<file path="src/pvs_map.svh">
// Register offsets, field positions, reset values and write masks of the vendor register bank
`ifndef PVS_MAP_SVH
`define PVS_MAP_SVH

`define PVS_ADDR_LIVE        8'h83
`define PVS_ADDR_LATCH       8'h84
`define PVS_ADDR_CHG         8'h85
`define PVS_ADDR_CHG_SET     8'h86
`define PVS_ADDR_CHG_CLR     8'h87
`define PVS_ADDR_ACC         8'h88
`define PVS_ADDR_ACC_SET     8'h89
`define PVS_ADDR_ACC_CLR     8'h8a

`define PVS_BIT_VBUS         7
`define PVS_BIT_BATT         6
`define PVS_BIT_WDOG         5
`define PVS_BIT_IDFLOAT      4
`define PVS_BIT_BVALID       0

`define PVS_CHG_SRC_EN       6
`define PVS_CHG_WKPU         5
`define PVS_CHG_FSM_EN       4
`define PVS_CHG_DCD_EN       3

`define PVS_ACC_ACA_EN       6
`define PVS_ACC_RABUS        5
`define PVS_ACC_R1K          4
`define PVS_ACC_OSOD         3
`define PVS_ACC_CMOS         2

`define PVS_CHG_RESET        8'h03
`define PVS_ACC_RESET        8'h70
`define PVS_CHG_WMASK        8'h7f
`define PVS_ACC_WMASK        8'h7c

`endif

</file>
<file path="src/pvs_pkg.sv">
// Types shared by the vendor register bank
package pvs_pkg;
    typedef logic [7:0] pvs_byte_t;
    typedef enum logic [1:0] {
        PVS_PSW_OPEN_SOURCE,
        PVS_PSW_OPEN_DRAIN,
        PVS_PSW_PUSH_PULL
    } pvs_psw_mode_t;
endpackage : pvs_pkg

</file>
<file path="src/pvs_event_latch.sv">
// Clear-on-read latch of unmasked source changes
`include "pvs_map.svh"
module pvs_event_latch (
    input  wire logic            core_clk,
    input  wire logic            nrst,
    input  wire pvs_pkg::pvs_byte_t liveStatus,
    input  wire pvs_pkg::pvs_byte_t eventMask,
    input  wire logic            clearAll,
    output pvs_pkg::pvs_byte_t   latchValue
);
    import pvs_pkg::*;

    pvs_byte_t prevStatus;
    pvs_byte_t next_latch;
    logic      accEvent;
    logic      primed;

    // Edge detection waits one cycle after reset so sources already high are no event
    always_ff @(posedge core_clk or negedge nrst) begin
        if (!nrst) begin
            prevStatus <= 8'h00;
            primed     <= 1'b0;
        end else begin
            prevStatus <= liveStatus;
            primed     <= 1'b1;
        end
    end

    assign accEvent = primed && eventMask[2] && (liveStatus[3:2] != prevStatus[3:2])
                      && (liveStatus[3:2] != 2'h0);

    always_comb begin
        next_latch = clearAll ? 8'h00 : latchValue;
        for (int i = 0; i < 8; i++) begin
            // The watchdog bit latches only on expiry, not on its release
            if (i != 1 && i != 2 && i != 3 && eventMask[i] && primed
                && (liveStatus[i] != prevStatus[i])
                && (i != `PVS_BIT_WDOG || liveStatus[i])) begin
                next_latch[i] = 1'b1;
            end
        end
        if (accEvent) begin
            next_latch[3:2] = liveStatus[3:2];
        end
        next_latch[1] = 1'b0;
    end

    always_ff @(posedge core_clk or negedge nrst) begin
        if (!nrst) begin
            latchValue <= 8'h00;
        end else begin
            latchValue <= next_latch;
        end
    end

    AST_EVENT_WINS: assert property (@(posedge core_clk) disable iff (!nrst)
        (primed && eventMask[`PVS_BIT_VBUS] && $changed(liveStatus[`PVS_BIT_VBUS]))
        |=> latchValue[`PVS_BIT_VBUS])
        else $error("vbus event lost");
    AST_CLEAR_EMPTIES: assert property (@(posedge core_clk) disable iff (!nrst)
        (clearAll && eventMask == 8'h00) |=> latchValue == 8'h00)
        else $error("latch not cleared");
    AST_ACC_NONZERO: assert property (@(posedge core_clk) disable iff (!nrst)
        accEvent |=> latchValue[3:2] != 2'h0)
        else $error("accessory latch zero after event");
endmodule : pvs_event_latch

</file>
<file path="src/pvs_reg_port.sv">
// Register access decode: turns a read or write strobe into per-register selects
`include "pvs_map.svh"
module pvs_reg_port (
    input  wire logic            regWrite,
    input  wire logic            regRead,
    input  wire pvs_pkg::pvs_byte_t regAddr,
    output logic                 selLatchRead,
    output logic [1:0]           chgOp,
    output logic [1:0]           accOp,
    output logic                 addrMapped
);
    import pvs_pkg::*;

    // Op: 0 none, 1 write, 2 set, 3 clear
    always_comb begin
        chgOp        = 2'h0;
        accOp        = 2'h0;
        selLatchRead = regRead && (regAddr == `PVS_ADDR_LATCH);
        addrMapped   = (regAddr >= `PVS_ADDR_LIVE) && (regAddr <= `PVS_ADDR_ACC_CLR);
        if (regWrite) begin
            unique case (regAddr)
                `PVS_ADDR_CHG:     chgOp = 2'h1;
                `PVS_ADDR_CHG_SET: chgOp = 2'h2;
                `PVS_ADDR_CHG_CLR: chgOp = 2'h3;
                `PVS_ADDR_ACC:     accOp = 2'h1;
                `PVS_ADDR_ACC_SET: accOp = 2'h2;
                `PVS_ADDR_ACC_CLR: accOp = 2'h3;
                default: begin
                    chgOp = 2'h0;
                    accOp = 2'h0;
                end
            endcase
        end
    end
endmodule : pvs_reg_port

</file>
<file path="src/pvs_vendor_regs.sv">
// Vendor status, event latch, charger detect and accessory configuration register bank
// Operation
// - Live status read returns present source levels, no stored history.
// - Accessory status bits 3:2 give 00 none, 01 A, 10 B, 11 C.
// - A latch bit sets on an unmasked change of its source.
// - Reading the latch register, or entering low power or serial mode, clears all latch bits except any set by an event in that cycle.
// - Watchdog expiry sets latch bit 5; status bit 5 shows expiry live.
// - Latch bits 4 and 0 capture ID float and B-session changes.
// - Accessory latch field loads nonzero code on event; 00 means none.
// - Current source enable mirrors FSM unless software control, then writable.
// - Voltage source plus current source disables current source and DM pulldown.
// - Weak pullup sampling acts only while main ID pullup is off.
// - Charger FSM runs only with enable set and software control off.
// - Dead-battery detection sets FSM enable; writing 0 stops it.
// - FSM enable cleared while software control is on, and at reset.
// - Connect counter timeout clears FSM enable; software re-enables it.
// - Contact detect step included when FSM enabled and bit 3 set.
// - Regulator select bits 2:0 reset to 011 and drive regulator code.
// - Accessory detect enable bit 6 resets to 1 and gates ACA detection.
// - Bit 5 enables A-device VBUS resistor; bit 4 shifts thresholds.
// - Power switch open source or open drain per bit 3; bit 2 forces push-pull.
// - Bits 1:0 show debounced DP and DM receiver levels, valid when enabled.
// - Set alias write sets bits written as one; read returns register.
// - Clear alias write clears bits written as one.
`include "pvs_map.svh"
module pvs_vendor_regs (
    input  wire logic               core_clk,
    input  wire logic               nrst,
    input  wire logic               regWrite,
    input  wire logic               regRead,
    input  wire pvs_pkg::pvs_byte_t regAddr,
    input  wire pvs_pkg::pvs_byte_t regWdata,
    output pvs_pkg::pvs_byte_t      regRdata,
    input  wire logic               vbusMonitorLive,
    input  wire logic               batteryLevelMonitorLive,
    input  wire logic               connectWatchdogExpired,
    input  wire logic               idLineFloatLive,
    input  wire logic [1:0]         accessoryResistorCode,
    input  wire logic               bSessionValidLive,
    input  wire pvs_pkg::pvs_byte_t eventMask,
    input  wire logic               lowPowerEntry,
    input  wire logic               serialModeEntry,
    input  wire logic               softwareChargerControl,
    input  wire logic               dpVoltageSourceEnable,
    input  wire logic               dpWeakPullupEnable,
    input  wire logic               idMainPullup,
    input  wire logic               fsmSourceControl,
    input  wire logic               deadBatteryDetect,
    input  wire logic               sessionConnectTimeout,
    input  wire logic               dpSingleEndedLevel,
    input  wire logic               dmSingleEndedLevel,
    output logic                    chargerFsmRun,
    output logic                    contactDetectStep,
    output logic                    dataContactSourceOn,
    output logic                    dmPulldownOn,
    output logic                    idWeakPullupSample,
    output logic [2:0]              regulatorVoltageSelect,
    output logic                    accessoryDetectEnable,
    output logic                    aDeviceVbusResistorEnable,
    output logic                    externalSeriesResistorPresent,
    output pvs_pkg::pvs_psw_mode_t  powerSwitchMode
);
    import pvs_pkg::*;

    pvs_byte_t  liveStatus;
    pvs_byte_t  latchValue;
    pvs_byte_t  chgReg;
    pvs_byte_t  accReg;
    pvs_byte_t  chgView;
    pvs_byte_t  accView;
    pvs_byte_t  next_chg;
    pvs_byte_t  next_acc;
    pvs_byte_t  next_rdata;
    logic       selLatchRead;
    logic [1:0] chgOp;
    logic [1:0] accOp;
    logic       addrMapped;
    logic       prevLowPower;
    logic       prevSerial;
    logic       clearAll;
    logic       srcEnEff;
    logic       prevDeadBatt;

    // Live levels, bit 1 reserved
    assign liveStatus = {vbusMonitorLive, batteryLevelMonitorLive, connectWatchdogExpired,
                         idLineFloatLive, accessoryResistorCode, 1'b0,
                         bSessionValidLive};

    pvs_reg_port uPort (
        .regWrite     (regWrite),
        .regRead      (regRead),
        .regAddr      (regAddr),
        .selLatchRead (selLatchRead),
        .chgOp        (chgOp),
        .accOp        (accOp),
        .addrMapped   (addrMapped)
    );

    always_ff @(posedge core_clk or negedge nrst) begin
        if (!nrst) begin
            prevLowPower <= 1'b0;
            prevSerial   <= 1'b0;
            prevDeadBatt <= 1'b0;
        end else begin
            prevLowPower <= lowPowerEntry;
            prevSerial   <= serialModeEntry;
            prevDeadBatt <= deadBatteryDetect;
        end
    end

    // Entry into either mode is the rising edge of its level
    assign clearAll = selLatchRead || (lowPowerEntry && !prevLowPower)
                      || (serialModeEntry && !prevSerial);

    pvs_event_latch uLatch (
        .core_clk   (core_clk),
        .nrst       (nrst),
        .liveStatus (liveStatus),
        .eventMask  (eventMask),
        .clearAll   (clearAll),
        .latchValue (latchValue)
    );

    // Source enable reads the FSM control while hardware owns detection
    assign srcEnEff = softwareChargerControl ? chgReg[`PVS_CHG_SRC_EN]
                                             : fsmSourceControl;
    assign chgView  = {1'b0, srcEnEff, chgReg[5:0]};
    assign accView  = {1'b0, accReg[6:2], dpSingleEndedLevel, dmSingleEndedLevel};

    always_comb begin
        next_chg = chgReg;
        unique case (chgOp)
            2'h1: next_chg = regWdata & `PVS_CHG_WMASK;
            2'h2: next_chg = chgReg | (regWdata & `PVS_CHG_WMASK);
            2'h3: next_chg = chgReg & ~regWdata;
            2'h0: next_chg = chgReg;
        endcase
        if (!softwareChargerControl) begin
            next_chg[`PVS_CHG_SRC_EN] = 1'b0;
        end
        // Only the start of dead-battery detection sets it, so writing 0 still stops it
        if (deadBatteryDetect && !prevDeadBatt) begin
            next_chg[`PVS_CHG_FSM_EN] = 1'b1;
        end
        if (softwareChargerControl || sessionConnectTimeout) begin
            next_chg[`PVS_CHG_FSM_EN] = 1'b0;
        end
    end

    always_ff @(posedge core_clk or negedge nrst) begin
        if (!nrst) begin
            chgReg <= `PVS_CHG_RESET;
        end else begin
            chgReg <= next_chg;
        end
    end

    always_comb begin
        next_acc = accReg;
        unique case (accOp)
            2'h1: next_acc = regWdata & `PVS_ACC_WMASK;
            2'h2: next_acc = accReg | (regWdata & `PVS_ACC_WMASK);
            2'h3: next_acc = accReg & ~regWdata;
            2'h0: next_acc = accReg;
        endcase
    end

    always_ff @(posedge core_clk or negedge nrst) begin
        if (!nrst) begin
            accReg <= `PVS_ACC_RESET;
        end else begin
            accReg <= next_acc;
        end
    end

    always_comb begin
        next_rdata = 8'h00;
        if (regRead && addrMapped) begin
            unique case (regAddr)
                `PVS_ADDR_LIVE:  next_rdata = liveStatus;
                `PVS_ADDR_LATCH: next_rdata = latchValue;
                `PVS_ADDR_CHG, `PVS_ADDR_CHG_SET, `PVS_ADDR_CHG_CLR:
                    next_rdata = chgView;
                default: next_rdata = accView;
            endcase
        end
    end

    always_ff @(posedge core_clk or negedge nrst) begin
        if (!nrst) begin
            regRdata <= 8'h00;
        end else if (regRead) begin
            regRdata <= next_rdata;
        end
    end

    always_ff @(posedge core_clk or negedge nrst) begin
        if (!nrst) begin
            chargerFsmRun                 <= 1'b0;
            contactDetectStep             <= 1'b0;
            dataContactSourceOn           <= 1'b0;
            dmPulldownOn                  <= 1'b0;
            idWeakPullupSample            <= 1'b0;
            regulatorVoltageSelect        <= 3'h3;
            accessoryDetectEnable         <= 1'b1;
            aDeviceVbusResistorEnable     <= 1'b1;
            externalSeriesResistorPresent <= 1'b1;
            powerSwitchMode               <= PVS_PSW_OPEN_SOURCE;
        end else begin
            chargerFsmRun <= chgReg[`PVS_CHG_FSM_EN] && !softwareChargerControl;
            contactDetectStep <= chgReg[`PVS_CHG_FSM_EN] && !softwareChargerControl
                                 && chgReg[`PVS_CHG_DCD_EN];
            dataContactSourceOn <= srcEnEff && !dpVoltageSourceEnable;
            dmPulldownOn <= srcEnEff && !dpVoltageSourceEnable;
            idWeakPullupSample <= chgReg[`PVS_CHG_WKPU] && !idMainPullup;
            regulatorVoltageSelect <= chgReg[2:0];
            accessoryDetectEnable <= accReg[`PVS_ACC_ACA_EN];
            aDeviceVbusResistorEnable <= accReg[`PVS_ACC_RABUS];
            externalSeriesResistorPresent <= accReg[`PVS_ACC_R1K];
            if (accReg[`PVS_ACC_CMOS]) begin
                powerSwitchMode <= PVS_PSW_PUSH_PULL;
            end else if (accReg[`PVS_ACC_OSOD]) begin
                powerSwitchMode <= PVS_PSW_OPEN_DRAIN;
            end else begin
                powerSwitchMode <= PVS_PSW_OPEN_SOURCE;
            end
        end
    end

    AST_LIVE_READ: assert property (@(posedge core_clk) disable iff (!nrst)
        (regRead && regAddr == `PVS_ADDR_LIVE) |=> regRdata == $past(liveStatus))
        else $error("live status read mismatch");
    AST_FSM_RUN: assert property (@(posedge core_clk) disable iff (!nrst)
        chargerFsmRun |-> $past(chgReg[`PVS_CHG_FSM_EN] && !softwareChargerControl))
        else $error("fsm runs without enable");
    AST_SW_CLEARS_EN: assert property (@(posedge core_clk) disable iff (!nrst)
        softwareChargerControl |=> !chgReg[`PVS_CHG_FSM_EN])
        else $error("fsm enable kept under software control");
    AST_TIMEOUT_CLEARS: assert property (@(posedge core_clk) disable iff (!nrst)
        sessionConnectTimeout |=> !chgReg[`PVS_CHG_FSM_EN])
        else $error("fsm enable kept after timeout");
    AST_DEAD_BATT_SETS: assert property (@(posedge core_clk) disable iff (!nrst)
        (deadBatteryDetect && !prevDeadBatt && !softwareChargerControl
         && !sessionConnectTimeout)
        |=> chgReg[`PVS_CHG_FSM_EN])
        else $error("dead battery did not set enable");
    AST_CONFLICT: assert property (@(posedge core_clk) disable iff (!nrst)
        $past(dpVoltageSourceEnable) |-> !dataContactSourceOn && !dmPulldownOn)
        else $error("current source on with voltage source");
    AST_WKPU_IGNORED: assert property (@(posedge core_clk) disable iff (!nrst)
        idMainPullup |=> !idWeakPullupSample)
        else $error("weak pullup sample with main pullup");
    AST_SET_ALIAS: assert property (@(posedge core_clk) disable iff (!nrst)
        (chgOp == 2'h2 && !softwareChargerControl && !deadBatteryDetect
         && !sessionConnectTimeout) |=> chgReg[5:0] == $past(chgReg[5:0] | regWdata[5:0]))
        else $error("set alias wrong");
    AST_CLR_ALIAS: assert property (@(posedge core_clk) disable iff (!nrst)
        (accOp == 2'h3) |=> accReg == $past(accReg & ~regWdata))
        else $error("clear alias wrong");
    AST_POWER_SWITCH_PUSH_PULL: assert property (@(posedge core_clk) disable iff (!nrst)
        accReg[`PVS_ACC_CMOS] |=> powerSwitchMode == PVS_PSW_PUSH_PULL)
        else $error("push-pull not forced");
    AST_PSW_DRAIN: assert property (@(posedge core_clk) disable iff (!nrst)
        (accReg[`PVS_ACC_OSOD] && !accReg[`PVS_ACC_CMOS])
        |=> powerSwitchMode == PVS_PSW_OPEN_DRAIN)
        else $error("open drain not selected");
    AST_SRC_MIRROR: assert property (@(posedge core_clk) disable iff (!nrst)
        (regRead && regAddr == `PVS_ADDR_CHG && !softwareChargerControl)
        |=> regRdata[`PVS_CHG_SRC_EN] == $past(fsmSourceControl))
        else $error("source enable does not mirror fsm");
    AST_REG_SELECT: assert property (@(posedge core_clk) disable iff (!nrst)
        regulatorVoltageSelect == $past(chgReg[2:0]))
        else $error("regulator select not driven from register");
    AST_DCD_STEP: assert property (@(posedge core_clk) disable iff (!nrst)
        contactDetectStep |-> $past(chgReg[`PVS_CHG_DCD_EN] && chgReg[`PVS_CHG_FSM_EN]))
        else $error("contact detect step without enables");
    AST_RABUS: assert property (@(posedge core_clk) disable iff (!nrst)
        aDeviceVbusResistorEnable == $past(accReg[`PVS_ACC_RABUS]))
        else $error("vbus resistor enable wrong");
    AST_ACA_ENABLE: assert property (@(posedge core_clk) disable iff (!nrst)
        accessoryDetectEnable == $past(accReg[`PVS_ACC_ACA_EN]))
        else $error("accessory detect enable wrong");
endmodule : pvs_vendor_regs

</file>
<file path="config.mk">
export PLATFORM = sky130hd
export DESIGN_NAME = pvs_vendor_regs
export DESIGN_NICKNAME = d
export VERILOG_FILES = /design/src/pvs_pkg.sv /design/src/pvs_event_latch.sv /design/src/pvs_reg_port.sv /design/src/pvs_vendor_regs.sv
export VERILOG_INCLUDE_DIRS = /design/src
export SDC_FILE = /design/constraint.sdc
export NUM_CORES = 1
export LEC_CHECK = 0
export BUFFER_PORTS_ARGS = -buffer_cell sky130_fd_sc_hd__buf_2
export CAP_MARGIN = 5
export CORE_MARGIN = 2
export CORE_UTILIZATION = 55
export DETAILED_ROUTE_END_ITERATION = 6
export PLACE_DENSITY = 0.84
export SETUP_SLACK_MARGIN = 0.1
export SYNTH_ARGS = -nofsm -noshare
export SYNTH_HDL_FRONTEND = slang
export SYNTH_SLANG_ARGS = --single-unit
</file>
<file path="constraint.sdc">
create_clock -name core_clk -period 2.12 [get_ports core_clk]
set_input_delay 0 -clock core_clk [delete_from_list [all_inputs] [get_ports core_clk]]
set_output_delay 0 -clock core_clk [all_outputs]
set_load 0.01 [all_outputs]
</file>
==> summary.md, run 1 <==
| Metric | Value |
|---|---|
| Fmax | 576.5 MHz |
| CTS tree | yes |
| Leakage | 1.433 nW |
| Non-Filler Instances | between 300 and 400 |
| Die ar. | 4725 um^2 |
| Slowest CP cell | dlygate4sd3_1 |
| Vias in the first global route | 1916 |
| Layout cells sized above 1 | 27.65% |
| EDFF count, synth | 0 |
| Initial core utilization | between 50% and 60% |
| Worst slew pin tran | around 0.67 ns |
| CTS buffer count | 5 |
| Register bit total from synthesis | 50 |
| Fin nets | approximately 360 |
| Net Count, Synth | 267 |
| Fin Setup TNS | 0 ns |
| Slew Limit Fails | 0 |
| Drt via density | 5.546 |
| RD Place Congestion | roughly 0.87 |
| P_int | roughly 1.4 mW |
| Die height | 68.74 um |
| Mapped cell area | 2305 um^2 |
| H-tree depth | 2 |
| Yosys warns | 0 |
| Number of buffers and inverters on the critical path | 4 |
| Slowest cell delay on critical path | 0.57 ns |
| # diodes | 0 |
| Crit path time final | about 1.7 ns |
| CP Class | in2reg |
| Crit-path cells | buf_2 > nor4b_4 > and4b_1 > buf_4 > inv_1 > o21ai_0 > a211oi_1 > dlygate4sd3_1 |
| Worst Setup Slack, final | 0.3854 ns |
| Die Wd | around 70 um |
| Critical Path Fanout Max | 20 |
| Initial antenna violation count | 0 |
| Unique masters post-synth | 40 |
| First-pass GRT wire length | 9045 um |
| Worst skew pair latency | 0.30 ns |
| # fillers | 291 |
| DP HPWL | ~3700 um |
| Sequential area share after synthesis | 54.83% |
| FFs w/ async S/R, synth | between 90% and 100% |
| Clock power share | 28.4% |
| Critical Path AT | around 1.9 ns |
| Avg WL per Cell | 15.71 um |
| Worst path required time | 2.31 ns |
| Switching part of the total | 25.15% |
| Port bufs | 62 |
| Rows | 23 |
| Crit. End Element | register |
| Cell Pwr Density | roughly 610 nW/um^2 |
| Core area | ~4000 um^2 |
| All-layer global routing usage | between 20 and 30% |
| Fin crit share | 81.82% |
| Dpl ws | 0.4760 ns |
| Relative slew slack | 54.62% |
| Final setup violation count | 0 |
| DRT antenna net count | 0 |
| Syn-to-layout area delta | 30.29% |
| Initial drt markers | 178 |
| Crit start category | primary input |
| GRT overflow | 0 |
| VDD IR max | 0.4887 mV |
| DRC Markers | 0 |
| Cell Area, Placed | roughly 2600 um^2 |
| # IOs | 67 |
| DRT Pass-1 Iters | 4 |
| Sequential power share | 56.7% |
| CP top delay family | buffers and inverters |
| Largest net degree at the start of global routing | 28 |
| Mean Syn Cell Area | around 10 um^2 |
| Via count | roughly 2000 |
| Final hold vios | 0 |
| Final instance area | 3003 um^2 |
| Worst hold path class | in2reg |
| Total length of routed wires | approximately 5700 um |
| Dpl cells | about 320 |
| Post_cts resized | 0 |
| Top_reg_cell synth | dfrtp_1 |
| Clock Skew | between 0.007 and 0.008 ns |
| Outcome | completed |
| Max Root-Sink Buffers | 2 |
| Comb pwr share | between 10% and 20% |
| Total of max-cap violations | 0 |
| Mapped Cells | between 200 and 250 |
| Clk root buf | clkbuf_8 |
| Worst-path clk slew | 0.09 ns |
| RSZ-0062 raised after global routing | false |
| Clk sinks | 50 |
| Net Switching | around 0.46 mW |
cells by family (layout without fill, tap and decap cells):
kind of cell | count (synthesis) | in the layout | share of synthesized area (%)
AOI/OAI and AO/OA | 78 | 78 | 23.29
DFF | 50 | 50 | 54.83
and+or+nand+nor | 47 | 47 | 11.56
buffers and inverters | 37 | 127 | 7.003
xor gates and xnor gates | 7 | 7 | 2.660
other | 1 | 1 | 0.1627
muxes | 1 | 1 | 0.4886
flip-flops by register name, summed over array words and instances, names as in the netlist:
register                       flops
chgReg                             7
regulatorVoltageSelect             3
regRdata                           8
chargerFsmRun                      1
powerSwitchMode                    2
prevDeadBatt                       1
uLatch.latchValue                  7
accReg                             5
idWeakPullupSample                 1
accessoryDetectEnable              1
prevLowPower                       1
aDeviceVbusResistorEnable          1
contactDetectStep                  1
externalSeriesResistorPresent      1
prevSerial                         1
uLatch.primed                      1
dmPulldownOn                       1
uLatch.prevStatus                  7
cell usage after synthesis, types with 2 or more instances:
master	number	area share (%)
xor2_1	5	1.9
o21ai_0	3	0.65
dfstp_2	10	11
a22oi_1	2	0.65
a31oi_1	6	1.6
nor2b_1	5	1.4
nand3_1	2	0.43
buf_4	2	0.65
and2b_1	2	0.65
or2_2	2	0.54
buf_2	5	1.1
nand2_1	9	1.5
a22o_1	3	1.1
inv_1	25	4.1
o32ai_1	2	0.76
xnor2_1	2	0.76
a21oi_1	23	5.0
and2_1	4	1.1
a32o_1	4	1.7
o21ai_1	2	0.43
o22ai_1	12	3.3
nand4b_1	2	0.76
nor2_1	16	2.6
a32oi_1	12	4.6
dfrtp_1	40	43
clkbuf_1	3	0.49
a311oi_1	5	1.9
layout make-up:
| cell class | count | area (um^2) | area share (%) |
|---|---|---|---|
| Multi-Input combinational cell | 134 | 879.6 | 29.29 |
| Timing Repair Buffer | 94 | 623.1 | 20.75 |
| Tap cell | 50 | 62.56 | 2.083 |
| Inverter | 25 | 93.84 | 3.125 |
| Sequential cell | 50 | 1264 | 42.08 |
| Clock buffer | 8 | 80.08 | 2.667 |
power by group through the flow:
stage	combinational, mW	sequential (mW)	clock [mW]
after floorplan	0.116	1.06	0
after global routing	0.305	1.05	0.570
after detailed placement	0.228	1.06	0
after CTS	0.269	1.05	0.536
final	0.274	1.05	0.524
after global placement	0.222	1.06	0
per-stage QoR:
stage | power, mW | hold WS [ns] | utilization (%)
after CTS | 1.852 | 0.02486 | 74.53
final | 1.843 | 0.03886 | 74.53
after floorplan | 1.180 | -0.2956 | -
after detailed placement | 1.293 | 0.02035 | 65.34
after global placement | 1.284 | 0.02065 | 65.34
after global routing | 1.929 | 0.05338 | 74.53
path summary, 6_finish.rpt:
| kind | start | end | slack [ns] | depth (start not counted) |
|---|---|---|---|---|
| max in group asynchronous | nrst | externalSeriesResistorPresent | 1.26 | 3 |
| min | regRead | regRdata[1] | 0.04 | 2 |
| max | regAddr[6] | chgReg[4] | 0.39 | 8 |
| min reg2reg | accReg[5] | aDeviceVbusResistorEnable | 0.39 | 0 |
| min in group asynchronous | nrst | uLatch.primed | 0.22 | 2 |
| max reg2reg | chgReg[4] | chgReg[4] | 0.74 | 3 |
cells in the final DEF (no fill, tap or decap), types with 2 or more instances in the layout:
cell / instances
a311oi_1: 5
xnor2_1: 2
xor2_1: 5
o21ai_0: 3
o21ai_1: 2
dlygate4sd3_1: 29
a32oi_1: 12
buf_4: 3
a31oi_1: 6
nand3_1: 2
and2b_1: 2
clkbuf_8: 5
o22ai_1: 12
dfrtp_1: 40
nor2_1: 16
nand2_1: 9
buf_2: 62
a21oi_1: 23
dfstp_2: 10
o32ai_1: 2
a22oi_1: 2
nand4b_1: 2
and2_1: 4
or2_2: 2
inv_1: 25
nor2b_1: 5
clkbuf_1: 3
a22o_1: 3
a32o_1: 4
metal layers:
layer / global-route usage [%] / vias up / part of all wire, %
met4: 8.578 / 0 / 1.8
met5: 0 / - / 0
li1: - / 974 / -
met3: 6.006 / 10 / 6.1
met2: 44.23 / 76 / 49
met1: 35.52 / 942 / 43
what timing repair did:
item | CTS | global route
hold buffers | 29 | 0
buffers inserted | 0 | 0
endpoints found under the hold margin | 51 | 0
(Power assumes the default switching activity.)
==> run 2: changes to the inputs <==
- ABC_AREA: unset -> 1
- CORE_UTILIZATION: 55 -> 52
- PLACE_DENSITY: 0.84 -> 0.8
- clock period: 2.12 -> 1.7 ns (I/O delays scaled with it)
==> run 2 against run 1 <==
Global-route usage fell by 3.6 points. Final cell count rose by 20%. Clock skew fell by 0.0022 ns. Flip-flop and latch count did not move. Combinational power rose by 24%. Power rose by 36%. Largest power group unchanged.
==> summary.md, run 2 <==
| Metric | Value |
|---|---|
| Worst path required time | between 1.5 and 2 ns |
| FFs w/ async S/R, synth | 100.0% |
| Clock Skew | 0.005675 ns |
| Crit path time final | 1.252 ns |
| CTS buffer count | 5 |
| GRT overflow | 0 |
| Register bit total from synthesis | 50 |
| Mapped cell area | 2401 um^2 |
| Crit start category | primary input |
| Outcome | completed |
| VDD IR max | about 0.41 mV |
| Fin Setup TNS | 0 ns |
| Hold WS | 0.03518 ns |
| Worst Setup Slack, final | around 0.45 ns |
| CTS tree | yes |
| Core area | 4414 um^2 |
| Critical Path Fanout Max | 6 |
| Initial antenna violation count | 0 |
| Total of max-cap violations | 0 |
| Hold Buf Count CTS | 28 |
| Total length of routed wires | 5650 um |
| Avg WL per Cell | between 10 and 15 um |
| Mapped Cells | 287 |
| Layout cells sized above 1 | 26.89% |
| Cell Pwr Density | 798.6 nW/um^2 |
| Port bufs | 62 |
| DRC Markers | 0 |
| CP top delay family | buffers and inverters |
| Clk sinks | 50 |
| Crit-path cells | dlygate4sd3_1 > buf_2 > inv_1 > nand2_1 > a21oi_1 > dlygate4sd3_1 |
| Post_cts resized | 0 |
| H-tree depth | 2 |
| Worst skew pair latency | 0.31 ns |
| CP Class | in2reg |
| Synth top area cells | dfrtp_1 (42%), nand2_1 (13%), dfstp_2 (11%) |
| Mean Syn Cell Area | 8.366 um^2 |
| CP most frequent cell | dlygate4sd3_1 |
| # IOs | 67 |
| Vias in the first global route | 2106 |
| Die Wd | between 70 and 80 um |
| Max FFs per register | 8 |
| R2R depth | 3 |
| Net Count, Synth | 333 |
| Dpl ws | 0.5123 ns |
| Leading area contributor after synthesis | dfrtp_1 |
| Sequential area share after synthesis | a little over half |
| Post-CTS Setup Bufs | 0 |
| Final hold vios | 0 |
| # diodes | 0 |
| Syn-to-layout area delta | 30.59% |
| Fmax | 798.8 MHz |
| Critical Path AT | 1.50 ns |
| Slowest CP cell | dlygate4sd3_1 |
| Multi-input logic area | 982.2 um^2 |
| Hold depth | 5 |
| Die ar. | 5177 um^2 |
| Leakage | between 1.5 and 2 nW |
| R2r setup slk | between 0.5 and 0.6 ns |
| Most numerous cell in the Yosys netlist | nand2_1 |
| Share of the synthesized area in the top cell type | between 40% and 50% |
| Slew Limit Fails | 0 |
| # fillers | 336 |
| Number of buffers and inverters on the critical path | 4 |
| Most common cell after layout, fill and taps aside | nand2_1 |
| Crit. End Element | register |
| Worst-path clk slew | 0.08 ns |
| Unique masters post-synth | 26 |
| Via count | 2233 |
| Initial drt markers | 139 |
| Slowest cell delay on critical path | 0.55 ns |
| RSZ-0062 raised after global routing | false |
| EDFF count, synth | 0 |
| Drt via density | between 5 and 6 |
| Rows | 24 |
| RD Place Congestion | roughly 0.84 |
| Commonest non-fill, non-tap cells in the layout | nand2_1 (82), buf_2 (62), nand3_1 (43) |
| Number of stages on the worst setup path | 6 |
| Final setup violation count | 0 |
| Top_reg_cell synth | dfrtp_1 |
| Worst hold path class | in2reg |
| Yosys warns | 0 |
| DRT antenna net count | 0 |
| Die height | 71.95 um |
| Reg with most FFs | regRdata |
| All-layer global routing usage | 23.30% |
| Fin nets | 428 |
| Initial core utilization | 54.39% |
| Clk root buf | clkbuf_8 |
| Commonest cells in the netlist | nand2_1 (82), nand3_1 (43), dfrtp_1 (40) |
| DP HPWL | 3992 um |
| DRT Pass-1 Iters | 4 |
| Sequential Area | 1264 um^2 |
| Largest net degree at the start of global routing | 21 |
| Max Root-Sink Buffers | 2 |
| Fin crit share | 73.64% |
| First-pass GRT wire length | 9328 um |
==> run 2: layout make-up <==
cell class / instances / area share, %
well taps: 52 / 2.075
clock inverters: 3 / 1.277
inverters: 25 / 3.033
flip-flops and latches: 50 / 40.30
clock buffers: 5 / 2.195
multi-input cells: 206 / 31.32
repair buffers: 94 / 19.79
==> run 2: routing by layer <==
metal	up-vias	GRT usage (%)	share of wire (%)
met5	-	0	0
met4	0	8.176	1.6
met3	8	4.306	4.0
met2	61	39.51	50
met1	1056	30.19	45
li1	1108	-	-
==> run 2: final timing paths <==
check | startpoint | end
min in group asynchronous | nrst | prevSerial
hold / removal | dpSingleEndedLevel | regRdata[1]
max in group asynchronous | nrst | externalSeriesResistorPresent
setup / recovery | softwareChargerControl | dmPulldownOn
setup reg to reg | chgReg[6] | dmPulldownOn
hold reg to reg | accReg[4] | externalSeriesResistorPresent
==> run 2: cells by family after synthesis <==
kind of cell    synth area share [%]
simple gates                   35.12
buf+inv                        6.461
xor+xnor                      0.7297
compound gates                 4.898
other cells                   0.1562
flops                          52.63
==> run 2: report_power, final <==
part           internal (mW)  switching (mW)  leakage (nW)  total [mW]
sequential              1.29          0.0530         0.625        1.35
clock                  0.433           0.385        0.0579       0.818
combinational          0.153           0.187         0.925       0.339
total                   1.88           0.624          1.61        2.50
==> run 2: per-stage QoR <==
step / utilization (%) / power [mW] / instance area (um^2) / std cells
6_report: 71.03 / 2.504 / 3136 / 435
5_1_grt: 71.03 / 2.618 / 3136 / 435
4_1_cts: 71.03 / 2.512 / 3136 / 435
3_5_place_dp: 62.22 / 1.657 / 2746 / 399
3_3_place_gp: 62.22 / 1.646 / 2746 / 399
2_1_floorplan: - / 1.499 / 2401 / 287
==> run 2: worst reg2reg max path: cells and delay by family, from the launching register on <==
kind                   cells  cell delay (ns)
flip-flops                 1             0.39
buffers and inverters      1             0.55
AO/OA/AOI/OAI              1             0.06
AND/OR/NAND/NOR            1             0.08
